<file path="src/pkg/vsu_pkg.sv">
package vsu_pkg;
  // ------------------------------------------------------------
  // Timing
  // ------------------------------------------------------------
  localparam int unsigned CLK_HZ = 32'h017d7840;   // 25 MHz
  localparam int unsigned TICK_MS = 32'h0000000a;  // Time base of 10 ms
  localparam int unsigned MS_PER_S = 32'h000003e8;
  localparam int unsigned TICK_CYCLES = CLK_HZ / MS_PER_S * TICK_MS;
  localparam int unsigned TICKS_PER_S = MS_PER_S / TICK_MS;
  localparam logic [15:0] BREAK_MAX = 16'h1770;    // 60 s in ticks
  localparam logic [15:0] TRANSIT_MAX = 16'h4650;  // 180 s in ticks
  localparam logic [15:0] TCNT_MAX = 16'hffff;
  localparam logic [6:0] DEV_MAX = 7'h64;          // 100 %
  localparam logic [6:0] DEV_RST = 7'h1e;          // 30 %
  localparam logic [19:0] PERIOD_MIN = 20'h0000a;  // 10 s
  localparam logic [19:0] PERIOD_MAX = 20'ha8bff;  // 7 d 23:59:59
  localparam logic [19:0] PERIOD_RST = 20'h15180;  // One day
  localparam logic [19:0] IDLE_MAX = 20'hfffff;
  // ------------------------------------------------------------
  // Register map (byte addresses)
  // ------------------------------------------------------------
  localparam logic [7:0] ADDR_CTRL = 8'h00;
  localparam logic [7:0] ADDR_SETPT = 8'h04;
  localparam logic [7:0] ADDR_REF0 = 8'h08;
  localparam logic [7:0] ADDR_MEAS0 = 8'h18;
  localparam logic [7:0] ADDR_PERIOD = 8'h28;
  localparam logic [7:0] ADDR_STROKE = 8'h2c;
  localparam logic [7:0] ADDR_LIMIT = 8'h30;
  localparam logic [7:0] ADDR_LEADMON = 8'h34;
  localparam logic [7:0] ADDR_STATUS = 8'h38;
  localparam logic [7:0] ADDR_ALERT = 8'h3c;
  // Control fields
  localparam int CB_MODE = 0;
  localparam int CB_TM = 2;
  localparam int CB_TOPEN = 3;
  localparam int CB_TCLOSED = 4;
  localparam int CB_STROKE = 5;
  localparam int CB_SUBA = 6;
  localparam int CB_VALA = 7;
  localparam int CB_SUBB = 8;
  localparam int CB_VALB = 9;
  localparam int CB_MAN = 10;
  localparam int CTRL_W = 11;
  localparam logic [10:0] CTRL_RST = 11'h000;
  localparam int SP_GOOD = 8;
  localparam int REF_DEV = 16;
  // Mode codes
  localparam logic [1:0] MODE_OUT_OF_SERVICE = 2'h0;
  localparam logic [1:0] MODE_AUTO = 2'h1;
  localparam logic [1:0] MODE_MANUAL = 2'h2;
  // Lead fault layout
  localparam int LF_SC_A = 0;
  localparam int LF_LB_A = 1;
  localparam int LF_SC_B = 2;
  localparam int LF_LB_B = 3;
  localparam int LF_SC_V = 4;
  localparam int LF_LB_V = 5;
  // Supervision states
  typedef enum logic [2:0] {ST_IDLE, ST_BREAK, ST_TRANSIT, ST_TEST_BREAK, ST_TEST_RETURN} vsu_state_t;
endpackage : vsu_pkg

</file>
<file path="src/verilog/vsu_sync.sv">
`timescale 1ns/1ps
module vsu_sync #(
  parameter int W = 8
) (
  input wire logic i_mclk,
  input wire logic i_rst,
  input wire logic [W-1:0] i_d,
  output logic [W-1:0] o_q
);
  // ------------------------------------------------------------
  // Three-stage synchroniser per bit
  // ------------------------------------------------------------
  genvar g;
  generate
    for (g = 0; g < W; g++)
    begin : g_bit
      logic s1;
      logic s2;
      logic s3;
      // Output moves only once stages two and three agree
      always_ff @(posedge i_mclk)
      begin
        if (i_rst)
        begin
          s1 <= 1'b0;
          s2 <= 1'b0;
          s3 <= 1'b0;
          o_q[g] <= 1'b0;
        end
        else
        begin
          s1 <= i_d[g];
          s2 <= s1;
          s3 <= s2;
          if (s2 == s3)
            o_q[g] <= s3;
        end
      end
    end
  endgenerate
endmodule : vsu_sync

</file>
<file path="src/verilog/vsu_top.sv">
`timescale 1ns/1ps
// How it works
// Three modes, out of service after reset
// Out of service: idle, valve not driven
// Automatic mode follows configured supervision
// Time supervision measures on setpoint change
// Alarm when time leaves tolerance window
// Last measured times held for readback
// Four references, each with own deviation
// Reference and deviation ranges clamped
// Measurement resolution 10 ms tick
// Setup loads references, deviation 30 percent; here reset zeroes references, sets deviation 30
// Function test only with time supervision
// Test drives opposite until breakaway, returns
// Test breakaway stored and checked
// Separate test enables open and closed
// Test starts after unchanged setpoint interval
// Stroke counted on open-closed-open cycle
// Stroke count presettable, survives by restore
// Maintenance alarm above limit, zero disables
// Six lead fault monitor enables
// Lead fault status matches enable layout
// Sensor substitution on lead fault
// Sixteen-bit plant unit alert key
// High current contact reads as one
// Zero setpoint closed; only good status
// Breakaway to contact release, then transit
module vsu_top #(
  parameter int unsigned TICK_CYCLES = vsu_pkg::TICK_CYCLES
) (
  input wire logic i_mclk,
  input wire logic i_rst,
  input wire logic i_psel,
  input wire logic i_penable,
  input wire logic i_pwrite,
  input wire logic [7:0] i_paddr,
  input wire logic [31:0] i_pwdata,
  output logic [31:0] o_prdata,
  output logic o_pready,
  output logic o_pslverr,
  input wire logic i_fb_a,
  input wire logic i_fb_b,
  input wire logic [5:0] i_lead_det,
  output logic o_valve,
  output logic o_test_active,
  output logic o_maint_alarm
);
  localparam int TW = (TICK_CYCLES > 1) ? $clog2(TICK_CYCLES) : 1;

  logic [vsu_pkg::CTRL_W-1:0] ctrl;
  logic [8:0] setpt;
  logic cmd;
  logic [19:0] period;
  logic [31:0] stroke_cnt;
  logic [31:0] stroke_lim;
  logic [5:0] lead_mon;
  logic [5:0] lead_fault;
  logic [15:0] alert_key;
  logic [15:0] ref_t [4];
  logic [6:0] dev [4];
  logic [15:0] meas [4];
  logic [3:0] t_alm;
  logic [7:0] sync_q;
  logic [TW-1:0] tick_cnt;
  logic [6:0] sec_cnt;
  logic [15:0] tcnt;
  logic [19:0] idle_s;
  logic seen_closed;
  vsu_pkg::vsu_state_t state;
  vsu_pkg::vsu_state_t next_state;
  logic st_ba;
  logic st_tr;
  logic clr_t;

  // ------------------------------------------------------------
  // Input synchronisers
  // ------------------------------------------------------------
  vsu_sync #(.W(8)) u_sync (
    .i_mclk(i_mclk),
    .i_rst(i_rst),
    .i_d({i_lead_det, i_fb_b, i_fb_a}),
    .o_q(sync_q)
  );

  // ------------------------------------------------------------
  // Configuration fields and sensor view
  // ------------------------------------------------------------
  wire [1:0] mode = ctrl[vsu_pkg::CB_MODE +: 2];
  wire is_oos = (mode == vsu_pkg::MODE_OUT_OF_SERVICE);
  wire is_auto = (mode == vsu_pkg::MODE_AUTO);
  wire is_man = (mode == vsu_pkg::MODE_MANUAL);
  wire tm_en = ctrl[vsu_pkg::CB_TM];
  // contact polarity
  wire fb_a_s = sync_q[0];
  wire fb_b_s = sync_q[1];
  // fault status mirrors enables
  wire [5:0] next_lead_fault = sync_q[7:2] & lead_mon;
  wire fault_a = lead_fault[vsu_pkg::LF_SC_A] | lead_fault[vsu_pkg::LF_LB_A];
  wire fault_b = lead_fault[vsu_pkg::LF_SC_B] | lead_fault[vsu_pkg::LF_LB_B];
  // fault value replaces sensor
  wire sens_a = (ctrl[vsu_pkg::CB_SUBA] & fault_a) ? ctrl[vsu_pkg::CB_VALA] : fb_a_s;
  wire sens_b = (ctrl[vsu_pkg::CB_SUBB] & fault_b) ? ctrl[vsu_pkg::CB_VALB] : fb_b_s;
  // Contact A marks open, contact B marks closed
  wire at_open = sens_a & ~sens_b;
  wire at_closed = ~sens_a & sens_b;

  // ------------------------------------------------------------
  // APB decode
  // ------------------------------------------------------------
  wire setup = i_psel & ~i_penable;
  wire acc = i_psel & i_penable & o_pready;
  wire algn = (i_paddr[1:0] == 2'h0);
  wire a_ctrl = (i_paddr == vsu_pkg::ADDR_CTRL);
  wire a_setpt = (i_paddr == vsu_pkg::ADDR_SETPT);
  wire a_ref = algn && (i_paddr >= vsu_pkg::ADDR_REF0) && (i_paddr < vsu_pkg::ADDR_MEAS0);
  wire a_meas = algn && (i_paddr >= vsu_pkg::ADDR_MEAS0) && (i_paddr < vsu_pkg::ADDR_PERIOD);
  wire a_period = (i_paddr == vsu_pkg::ADDR_PERIOD);
  wire a_stroke = (i_paddr == vsu_pkg::ADDR_STROKE);
  wire a_limit = (i_paddr == vsu_pkg::ADDR_LIMIT);
  wire a_leadmon = (i_paddr == vsu_pkg::ADDR_LEADMON);
  wire a_status = (i_paddr == vsu_pkg::ADDR_STATUS);
  wire a_alert = (i_paddr == vsu_pkg::ADDR_ALERT);
  wire [7:0] ref_off = i_paddr - vsu_pkg::ADDR_REF0;
  wire [7:0] meas_off = i_paddr - vsu_pkg::ADDR_MEAS0;
  wire [1:0] ref_idx = ref_off[3:2];
  wire [1:0] meas_idx = meas_off[3:2];
  wire wr_hit = a_ctrl | a_setpt | a_ref | a_period | a_stroke | a_limit | a_leadmon | a_alert;
  wire rd_hit = wr_hit | a_meas | a_status;
  wire hit = i_pwrite ? wr_hit : rd_hit;
  wire wr = acc & i_pwrite & wr_hit;
  // Read-only offsets answer a write with an error
  wire [31:0] status = {17'h00000, sens_b, sens_a, (state != vsu_pkg::ST_IDLE),
                        o_test_active, o_maint_alarm, t_alm, lead_fault};
  wire [31:0] rd_data =
    a_ctrl ? {21'h000000, ctrl} :
    a_setpt ? {23'h000000, setpt} :
    a_ref ? {9'h000, dev[ref_idx], ref_t[ref_idx]} :
    a_meas ? {16'h0000, meas[meas_idx]} :
    a_period ? {12'h000, period} :
    a_stroke ? stroke_cnt :
    a_limit ? stroke_lim :
    a_leadmon ? {26'h0000000, lead_mon} :
    a_status ? status :
    a_alert ? {16'h0000, alert_key} : 32'h00000000;

  // No wait state: data latched in setup, ready in first access cycle
  always_ff @(posedge i_mclk)
  begin
    if (i_rst)
    begin
      o_pready <= 1'b0;
      o_prdata <= 32'h00000000;
      o_pslverr <= 1'b0;
    end
    else
    begin
      o_pready <= setup;
      o_prdata <= (setup & ~i_pwrite & rd_hit) ? rd_data : 32'h00000000;
      o_pslverr <= setup & ~hit;
    end
  end

  // ------------------------------------------------------------
  // Configuration registers
  // ------------------------------------------------------------
  // open/closed command taken only with good status
  wire sp_good = i_pwdata[vsu_pkg::SP_GOOD];
  wire sp_open = (i_pwdata[7:0] != 8'h00);
  wire cmd_chg = wr & a_setpt & sp_good & (sp_open != cmd);
  // period clamped to legal interval
  wire [19:0] per_w = i_pwdata[19:0];
  wire [19:0] per_cl = (per_w < vsu_pkg::PERIOD_MIN) ? vsu_pkg::PERIOD_MIN :
                       (per_w > vsu_pkg::PERIOD_MAX) ? vsu_pkg::PERIOD_MAX : per_w;

  // reset enters out of service
  always_ff @(posedge i_mclk)
  begin
    if (i_rst)
    begin
      ctrl <= vsu_pkg::CTRL_RST;
      setpt <= 9'h000;
      cmd <= 1'b0;
      period <= vsu_pkg::PERIOD_RST;
      stroke_lim <= 32'h00000000;
      lead_mon <= 6'h00;
      alert_key <= 16'h0000;
      lead_fault <= 6'h00;
    end
    else
    begin
      lead_fault <= next_lead_fault;
      if (wr & a_ctrl)
        ctrl <= i_pwdata[vsu_pkg::CTRL_W-1:0];
      if (wr & a_setpt)
        setpt <= i_pwdata[8:0];
      if (wr & a_setpt & sp_good)
        cmd <= sp_open;
      if (wr & a_period)
        period <= per_cl;
      if (wr & a_limit)
        stroke_lim <= i_pwdata;
      // six independent lead enables
      if (wr & a_leadmon)
        lead_mon <= i_pwdata[5:0];
      // alert key limited to 16 bits
      if (wr & a_alert)
        alert_key <= i_pwdata[15:0];
    end
  end

  // ------------------------------------------------------------
  // Time base
  // ------------------------------------------------------------
  wire tick = (tick_cnt == TW'(TICK_CYCLES - 1));
  wire sec = tick & (sec_cnt == 7'(vsu_pkg::TICKS_PER_S - 1));

  // 10 ms tick keeps error well inside 50 ms
  always_ff @(posedge i_mclk)
  begin
    if (i_rst)
    begin
      tick_cnt <= '0;
      sec_cnt <= 7'h00;
    end
    else
    begin
      tick_cnt <= tick ? '0 : tick_cnt + 1'b1;
      if (tick)
        sec_cnt <= sec ? 7'h00 : sec_cnt + 7'h01;
    end
  end

  // ------------------------------------------------------------
  // Supervision state machine
  // ------------------------------------------------------------
  wire in_test = (state == vsu_pkg::ST_TEST_BREAK) | (state == vsu_pkg::ST_TEST_RETURN);
  // test drives opposite, then back home
  wire move_open = (state == vsu_pkg::ST_TEST_BREAK) ? ~cmd : cmd;
  wire released = move_open ? ~at_closed : ~at_open;
  wire reached = move_open ? at_open : at_closed;
  wire home = cmd ? at_open : at_closed;
  // per-position enables
  wire test_pos = (cmd & at_open & ctrl[vsu_pkg::CB_TOPEN]) | (~cmd & at_closed & ctrl[vsu_pkg::CB_TCLOSED]);
  wire test_go = tm_en & test_pos & (idle_s >= period);
  wire [1:0] st_idx = {~move_open, st_tr};

  // breakaway ends at contact release, transit at target
  always_comb
  begin
    next_state = state;
    st_ba = 1'b0;
    st_tr = 1'b0;
    clr_t = 1'b0;
    // outside automatic mode nothing is supervised
    if (!is_auto)
      next_state = vsu_pkg::ST_IDLE;
    else if (cmd_chg)
    begin
      // every good-status command change restarts a measurement when tm_en is set
      next_state = tm_en ? vsu_pkg::ST_BREAK : vsu_pkg::ST_IDLE;
      clr_t = 1'b1;
    end
    // no test without time supervision
    else if (!tm_en)
      next_state = vsu_pkg::ST_IDLE;
    else
    begin
      case (state)
        vsu_pkg::ST_IDLE:
          // test after unchanged interval
          if (test_go)
          begin
            next_state = vsu_pkg::ST_TEST_BREAK;
            clr_t = 1'b1;
          end
        vsu_pkg::ST_BREAK:
          if (released)
          begin
            st_ba = 1'b1;
            clr_t = 1'b1;
            next_state = vsu_pkg::ST_TRANSIT;
          end
        vsu_pkg::ST_TRANSIT:
          if (reached)
          begin
            st_tr = 1'b1;
            next_state = vsu_pkg::ST_IDLE;
          end
        vsu_pkg::ST_TEST_BREAK:
          // test breakaway stored like any other
          if (released)
          begin
            st_ba = 1'b1;
            next_state = vsu_pkg::ST_TEST_RETURN;
          end
        vsu_pkg::ST_TEST_RETURN:
          if (home)
            next_state = vsu_pkg::ST_IDLE;
        default:
          next_state = vsu_pkg::ST_IDLE;
      endcase
    end
  end

  // valve follows mode, command and test
  wire next_valve = is_man ? ctrl[vsu_pkg::CB_MAN] :
                    !is_auto ? 1'b0 :
                    (next_state == vsu_pkg::ST_TEST_BREAK) ? ~cmd : cmd;

  // Idle seconds restart on a command change, outside automatic mode or after a test
  always_ff @(posedge i_mclk)
  begin
    if (i_rst)
    begin
      state <= vsu_pkg::ST_IDLE;
      tcnt <= 16'h0000;
      idle_s <= 20'h00000;
      o_valve <= 1'b0;
      o_test_active <= 1'b0;
    end
    else
    begin
      state <= next_state;
      o_valve <= next_valve;
      o_test_active <= (next_state == vsu_pkg::ST_TEST_BREAK) | (next_state == vsu_pkg::ST_TEST_RETURN);
      if (clr_t)
        tcnt <= 16'h0000;
      else if (tick && tcnt != vsu_pkg::TCNT_MAX)
        tcnt <= tcnt + 16'h0001;
      if (!is_auto || cmd_chg || in_test)
        idle_s <= 20'h00000;
      else if (sec && idle_s != vsu_pkg::IDLE_MAX)
        idle_s <= idle_s + 20'h00001;
    end
  end

  // ------------------------------------------------------------
  // References, measured times and time alarms
  // ------------------------------------------------------------
  // window of reference plus and minus deviation
  function automatic logic out_of_win(input logic [15:0] m, input logic [15:0] r, input logic [6:0] d);
    logic [24:0] m100;
    logic [24:0] hi;
    logic [24:0] lo;
    begin
      m100 = 25'(m) * 25'(vsu_pkg::DEV_MAX);
      hi = 25'(r) * (25'(vsu_pkg::DEV_MAX) + 25'(d));
      lo = 25'(r) * (25'(vsu_pkg::DEV_MAX) - 25'(d));
      out_of_win = (m100 > hi) || (m100 < lo);
    end
  endfunction : out_of_win

  wire win_bad = out_of_win(tcnt, ref_t[st_idx], dev[st_idx]);
  wire [15:0] ref_w = i_pwdata[15:0];
  wire [6:0] dev_w = i_pwdata[vsu_pkg::REF_DEV +: 7];
  wire [6:0] dev_cl = (dev_w > vsu_pkg::DEV_MAX) ? vsu_pkg::DEV_MAX : dev_w;

  // four independent entries
  genvar g;
  generate
    for (g = 0; g < 4; g++)
    begin : g_time
      // Even entries are breakaway, odd are transit
      localparam logic [15:0] LIM = (g % 2 == 0) ? vsu_pkg::BREAK_MAX : vsu_pkg::TRANSIT_MAX;
      always_ff @(posedge i_mclk)
      begin
        if (i_rst)
        begin
          ref_t[g] <= 16'h0000;
          dev[g] <= vsu_pkg::DEV_RST;
          meas[g] <= 16'h0000;
          t_alm[g] <= 1'b0;
        end
        else
        begin
          // out-of-range writes clamp
          if (wr && a_ref && ref_idx == 2'(g))
          begin
            ref_t[g] <= (ref_w > LIM) ? LIM : ref_w;
            dev[g] <= dev_cl;
          end
          // last value held, alarm follows it
          if ((st_ba | st_tr) && st_idx == 2'(g))
          begin
            meas[g] <= tcnt;
            t_alm[g] <= win_bad;
          end
        end
      end
    end
  endgenerate

  // ------------------------------------------------------------
  // Stroke counter
  // ------------------------------------------------------------
  wire stroke_en = ctrl[vsu_pkg::CB_STROKE] & ~is_oos;
  wire stroke_inc = stroke_en & at_open & seen_closed;

  // closed then open again adds one
  always_ff @(posedge i_mclk)
  begin
    if (i_rst)
    begin
      stroke_cnt <= 32'h00000000;
      seen_closed <= 1'b0;
      o_maint_alarm <= 1'b0;
    end
    else
    begin
      // preset write wins over a count
      if (wr & a_stroke)
        stroke_cnt <= i_pwdata;
      else if (stroke_inc)
        stroke_cnt <= stroke_cnt + 32'h00000001;
      if (!stroke_en || stroke_inc)
        seen_closed <= 1'b0;
      else if (at_closed)
        seen_closed <= 1'b1;
      // zero limit disables alarm
      o_maint_alarm <= (stroke_lim != 32'h00000000) && (stroke_cnt > stroke_lim);
    end
  end
endmodule : vsu_top

</file>
<file path="config.mk">
export PLATFORM = sky130hd
export DESIGN_NAME = vsu_top
export DESIGN_NICKNAME = d
export VERILOG_FILES = /design/src/pkg/vsu_pkg.sv /design/src/verilog/vsu_sync.sv /design/src/verilog/vsu_top.sv
export SDC_FILE = /design/constraint.sdc
export NUM_CORES = 2
export LEC_CHECK = 0
export BUFFER_PORTS_ARGS = -buffer_cell sky130_fd_sc_hd__buf_2
export CORE_MARGIN = 1
export CORE_UTILIZATION = 47
export CTS_CLUSTER_DIAMETER = 100
export CTS_CLUSTER_SIZE = 12
export DETAILED_ROUTE_END_ITERATION = 8
export MAX_ROUTING_LAYER = met4
export PLACE_DENSITY_LB_ADDON = 0.08
export SYNTH_ARGS = -nofsm -noshare
export SYNTH_HDL_FRONTEND = slang
export SYNTH_SLANG_ARGS = --single-unit
</file>
<file path="constraint.sdc">
create_clock -name i_mclk -period 27 [get_ports i_mclk]
set_input_delay 2.7 -clock i_mclk [delete_from_list [all_inputs] [get_ports i_mclk]]
set_output_delay 2.7 -clock i_mclk [all_outputs]
set_load 0.02 [all_outputs]
</file>
# Yosys cells after proc, flatten, opt, wreduce, memory -nomap -nowiden
# Memories as Yosys holds them, arrays and structs flattened.
# Index checks and enable logic that the tools add are counted.
classes:
  n_addsub: 9
  multipliers: 3
  order_cmp: 13
  eq_ne: 34
  mux: 91
  bitwise_logic: 70
  reduce_logical: 40
op_table:
  columns: ["op", "n"]
  rows:
  - ["16-bit two-way mux", 13]
  - ["32-bit two-way mux", 4]
  - ["23-bit two-way mux", 3]
  - ["1-bit two-way mux", 51]
  - ["8-bit by 6-bit == test with 1-bit output (second input constant)", 6]
  - ["7-bit two-way mux", 6]
  - ["20-bit two-way mux", 2]
  - ["32-bit by 1-bit adder with 32-bit output (second input constant)", 1]
  - ["32-bit greater-than comparator", 1]
  - ["32-bit nonzero test", 1]
  - ["1-bit bitwise AND", 31]
  - ["1-bit bitwise OR", 27]
  - ["23-bit by 25-bit < comparator with 1-bit output", 1]
  - ["17-bit by 8-bit multiplier with 25-bit output", 1]
  - ["23-bit by 24-bit greater-than comparator with 1-bit output", 1]
  - ["16-bit by 8-bit multiplier with 24-bit output", 1]
  - ["3-bit two-way mux", 8]
  - ["11-bit two-way mux", 2]
  - ["16-bit by 5-bit multiplier with 21-bit output (second input constant)", 1]
  - ["20-bit by 1-bit adder with 20-bit output (second input constant)", 1]
  - ["20-bit greater-or-equal comparator", 1]
  - ["20-bit greater-than comparator (second input constant)", 1]
  - ["20-bit by 4-bit < comparator with 1-bit output (second input constant)", 1]
  - ["20-bit != test (second input constant)", 1]
  - ["40 further kinds", 94]
word_totals:
  regBits: 271
  ram_bits: 156
  input_bits: 53
  out_inout_bits: 37
  word_cells: 322
  memories: 3
memory_table:
  columns: ["memory", "depth", "word_bits", "rd", "rd_clocked_by_memory_dff", "wr", "line_no", "source"]
  rows:
  - ["meas", 4, 16, 1, 0, 4, "vsu_top.sv:61", "logic [15:0] meas [4];"]
  - ["ref_t", 4, 16, 2, 0, 4, "vsu_top.sv:59", "logic [15:0] ref_t [4];"]
  - ["dev", 4, 7, 2, 0, 4, "vsu_top.sv:60", "logic [6:0] dev [4];"]

# Longest topological paths before layout
depth:
  depth_word: 21
  ltp_mapped: 43
  ltp_nobuf: 38

# Cells and area by module
# A second synthesis with hierarchy kept.
unflattened:
  cells_unflattened: 3478
  area_unflattened_um2: 31308.8
by_module_without_submodules:
  columns: ["module", "n_inst", "cells_each", "area_each_um2", "seq_area_each_um2"]
  rows:
  - ["vsu_top", 1, 3395, 30385.4, 9469.1]
  - ["vsu_sync", 1, 83, 923.4, 640.6]

# Worst setup path after synthesis
# OpenSTA, ideal clock, no wires.
synth_path:
  kind: "input to register"
  startpoint: "input port i_pwdata[1]"
  endpoint: "register t_alm[1] (netlist: status[7])"
  setup_time_ns: 0.142
  arrival_ns: 11.906
  required_time_ns: 26.858
  path_slack_ns: 14.952
  cell_stages: 36
  n_path_buf: 5
  cell_sequence: "clkbuf_1 > or4_1 > nor3b_1 > o41ai_4 > a2111oi_2 > buf_6 > mux4_2 > buf_2 > buf_1 > ha_1 > a21oi_1 > xnor2_1 > buf_2 > nor2_1 > fa_1 > fa_1 > fa_1 > inv_1 > fa_1 > inv_1 > ha_1 > a21o_1 > a21o_1 > a41o_1 > a2111oi_0 > nor2_1 > a21o_1 > a21oi_1 > xor2_1 > ha_1 > a21oi_1 > nand2_1 > a221oi_1 > nor3_1 > nor3_1 > a311oi_1"
synth_between:
  elab_chain_cells: 10
  word_cells_on_any_way: 19
  classes_between: "2 x add/sub; 2 x mul; 2 x order compare; 2 x eq/ne; 4 x mux; 2 x bitwise; 3 x reduce/logical; 2 x memory"
synth_lines:
  columns: ["element", "line_no", "source"]
  rows:
  - ["from (decl)", "vsu_top.sv:37", "input wire logic [31:0] i_pwdata,"]
  - ["8-bit nonzero test (*)", "vsu_top.sv:168", "wire sp_open = (i_pwdata[7:0] != 8'h00);"]
  - ["1-bit != test (*)", "vsu_top.sv:169", "wire cmd_chg = wr & a_setpt & sp_good & (sp_open != cmd);"]
  - ["1-bit bitwise AND (*)", "vsu_top.sv:169", null]
  - ["1-bit two-way mux", "vsu_top.sv:257", "else if (cmd_chg)"]
  - ["1-bit two-way mux", "vsu_top.sv:255", "if (!is_auto)"]
  - ["memory read 4 x 7 bit", null, null]
  - ["7-bit by 7-bit subtractor with 8-bit output / 7-bit by 7-bit adder with 8-bit output (equally long branches)", "vsu_top.sv:348, vsu_top.sv:347", null]
  - ["17-bit by 8-bit multiplier with 25-bit output / 16-bit by 8-bit multiplier with 24-bit output (equally long branches)", "vsu_top.sv:348, vsu_top.sv:347", null]
  - ["23-bit by 25-bit < comparator with 1-bit output / 23-bit by 24-bit greater-than comparator with 1-bit output (equally long branches)", "vsu_top.sv:349", "out_of_win = (m100 > hi) || (m100 < lo);"]
  - ["1-bit logical OR", "vsu_top.sv:349", null]
  - ["to (signal, indexed assignment)", "vsu_top.sv:386", "t_alm[g] <= win_bad;"]
  - ["to (decl)", "vsu_top.sv:62", "logic [3:0] t_alm;"]
# Mark *: on every way between the ends. The rest lies on a longest branch, timed or not.
# A chain may end at the register's enable or synchronous reset.

# Final worst setup path
layout_path:
  startpoint: "input port i_paddr[6]"
  endpoint: "register t_alm[1] (netlist: status[7])"
layout_between:
  elab_chain_cells: 20
  word_cells_on_any_way: 38
  classes_between: "2 x add/sub; 2 x mul; 4 x order compare; 7 x eq/ne; 4 x mux; 12 x bitwise; 5 x reduce/logical; 2 x memory"
layout_lines:
  columns: ["element", "line_no", "source"]
  rows:
  - ["from (decl)", "vsu_top.sv:36", "input wire logic [7:0] i_paddr,"]
  - ["8-bit by 4-bit greater-or-equal comparator with 1-bit output", "vsu_top.sv:115", "wire a_ref = algn && (i_paddr >= vsu_pkg::ADDR_REF0) && (i_paddr < vsu_pkg::ADDR_MEAS0);"]
  - ["1-bit logical AND (2 in series)", "vsu_top.sv:115", null]
  - ["1-bit bitwise OR (6 in series)", "vsu_top.sv:127", "wire wr_hit = a_ctrl | a_setpt | a_ref | a_period | a_stroke | a_limit | a_leadmon | a_alert;"]
  - ["1-bit bitwise AND", "vsu_top.sv:130", "wire wr = acc & i_pwrite & wr_hit;"]
  - ["1-bit bitwise AND (*) (3 in series)", "vsu_top.sv:169", null]
  - ["1-bit two-way mux", "vsu_top.sv:257", null]
  - ["1-bit two-way mux", "vsu_top.sv:255", null]
  - ["memory read 4 x 7 bit", null, null]
  - ["7-bit by 7-bit subtractor with 8-bit output / 7-bit by 7-bit adder with 8-bit output (equally long branches)", "vsu_top.sv:348, vsu_top.sv:347", null]
  - ["17-bit by 8-bit multiplier with 25-bit output / 16-bit by 8-bit multiplier with 24-bit output (equally long branches)", "vsu_top.sv:348, vsu_top.sv:347", null]
  - ["23-bit by 25-bit < comparator with 1-bit output / 23-bit by 24-bit greater-than comparator with 1-bit output (equally long branches)", "vsu_top.sv:349", null]
  - ["1-bit logical OR", "vsu_top.sv:349", null]
# Marked as above.

==> flow_summary.ini <==
[status]
status = completed

[finish]
layout_commonest_cell = nand2_1
fin_area_um2 = 33700
final_cell_mix = nand2_1, nor2_1, inv_1
syn_to_final_growth_pct = 8.17
drive_gt1_frac = 0.0790
nets = 3972

[detailed_routing]
antenna_left = 0
post-route-drc-count = 0
num_vias = 25233
vias_per_cell = 5.78
drt_iter0_markers = 2344
wl_mm = 96.8
drtPass1Iterations = 6
avgRoutedWirePerCell_um = 22.2

[clock_tree]
cts_buffers = 41
cts_sinks = 427
cts_tree = built
post_cts_buffers = 0
cts_hold_buf = 0
clk_pin_slew_worst_paths_ps = 60
cts_root_buf = clkbuf_16
htree_levels = 2
cts_resized = 0
clkLatencyLatePin_ps = 580
ctsLongestPathBuffers = 3

[timing]
slew_violations = 0
layout_min_cycle_time_ps = 13320
finalHoldViolCount = 0
finalSetupTns_ps = 0
skew_ps = 49.6
slew_headroom = 0.0774
setup_viol = 0
holdWs_ps = 438
worstMarginPinSlew_ps = 1370
period_share = 0.493
rsz0062_at_grt = no
clock.fmax_mhz = 75.1

[yosys]
synth_cells = 3456
yosysTopAreaCell = dfxtp_1
yosysTopAreaCellShare = 0.174
synth.area.top_cells = dfxtp_1, edfxtp_1, fa_1
ys_seq_elements = 427
yosys_warnings = 0
ys_types = 73
synth_area_per_cell_um2 = 9.01
netlist_area_um2 = 31100
synth_seq_area_share = 0.325
async_reset_ff_frac = 0
synth_edf_count = 156
synth_ff_type = dfxtp_1

[pwr]
pwr_density_cell_nw_per_um2 = 46.9
leakage_nw = 14.1
irDropWorstVdd_mv = 0.0465

[setup_path]
start_kind = input port
path_max_fanout = 57
setup.worst_path.end_class = flip-flop
max_stage_delay_ps = 680
cp.arrival_ps = 13730
r2r_slack_ps = 15800
criticalPathCategory = in2reg
crit_top_cell = fa_1
slowest_stage = or4_1
worstPathRequired_ps = 27410

[floorplanning]
die_y_um = 259
ios = 90
std_cell_rows = 93
initial_core_util = 0.480
die-width_um = 259
coreArea_um2 = 64900
die_area_um2 = 67300

[job]
drv_cap = 0

[place]
gp_congestion = 0.977
place_area_um2 = 32500
io_buffers = 89
hpwl_mm = 74.4

[worst_hold_path]
hold_path_class = reg2reg

[global_route]
antenna_found_initial = 2
grt_overflow_total = 0
grtUsageTotal = 0.301
grt_max_degree = 88
grt_pass1_vias = 25176
grt_pass1_wl_mm = 151
==> power breakdown <==
part	switching (mW)	internal, mW
Combinational	0.219	0.125
Sequential	0.00430	0.677
Clock	0.251	0.302
Total	0.475	1.10
==> layer usage <==
layer | part of all wire | up-vias | track usage
met4 | 0.027 | 0 | 0.0794
met1 | 0.45 | 12398 | 0.420
met2 | 0.45 | 919 | 0.460
met3 | 0.076 | 146 | 0.0403
met5 | 0 | - | -
li1 | - | 11770 | -
==> final cells by class <==
class | instances | area [um^2]
Fill cell | 6054 | 31300
Multi-Input combinational cell | 2487 | 19000
Sequential cell | 427 | 10100
Inverter | 392 | 1470
Clock buffer | 63 | 1150
Tap cell | 855 | 1070
Timing Repair Buffer | 134 | 792
Clock inverter | 2 | 60.1
Antenna cell | 2 | 5.00
==> metrics by stage <==
step	util	power, mW	setup WS (ps)	cells
after global placement	0.500	1.03	13600	4295
after global routing	0.519	1.65	12990	4362
final	0.519	1.58	13680	4362
after detailed placement	0.500	1.03	13260	4295
after CTS	0.519	1.58	13820	4360
after floorplan	-	0.924	14950	3463
==> state kept, by name, summed over array words and instances (netlist names), 20 cells and up <==
register    flops
o_prdata       32
idle_s         20
stroke_lim     32
stroke_cnt     32
meas           64
dev            28
period         20
ref_t          64
==> critical path, delay by kind of cell <==
kind / cells / cell delay [ps]
AO/OA/AOI/OAI: 12 / 2680
XOR/XNOR: 2 / 790
adder cells (fa/ha/maj): 7 / 3050
buffers and inverters: 5 / 730
multiplexers: 1 / 640
AND/OR/NAND/NOR: 8 / 3050
==> Yosys cell counts, types with 18 or more instances <==
library cell,number
nand2_1,399
nor2_1,396
inv_1,391
dfxtp_1,271
ha_1,256
fa_1,180
a21oi_1,169
edfxtp_1,156
clkbuf_1,130
o21ai_0,84
nor3_1,83
and2_1,80
xor2_1,80
nand3_1,73
xnor2_1,63
mux4_2,54
a211oi_1,51
a22oi_1,51
nand4_1,47
nor2b_1,47
a21o_1,36
and3_1,29
nand2b_1,28
or3_1,25
mux2i_1,22
nor4_1,22
a31oi_1,20
o21a_1,18
==> logic make-up (layout without fill, tap and decap cells) <==
logic type      Yosys count  count (layout)  synth area share
xor+xnor                144             144            0.0407
mux                      84              84            0.0490
simple gates           1288            1288             0.191
buf+inv                 549             591            0.0674
fa+ha+maj               436             436             0.219
flops                   427             427             0.325
other cells               1              10          0.000120
compound gates          527             527             0.108
==> path summary, 6_finish.rpt <==
kind | startpoint | to | cells past startpoint
worst max-delay path | i_paddr[6] | status[7]$_SDFFE_PP0P_ | 35
worst max register to register | lead_fault[0]$_SDFF_PP0_ | status[7]$_SDFFE_PP0P_ | 34
worst min register to register | u_sync.o_q[2]$_SDFFE_PP0N_ | lead_fault[0]$_SDFF_PP0_ | 2
worst min-delay path | u_sync.o_q[2]$_SDFFE_PP0N_ | lead_fault[0]$_SDFF_PP0_ | 2
Power figures use the tool's default switching activity.
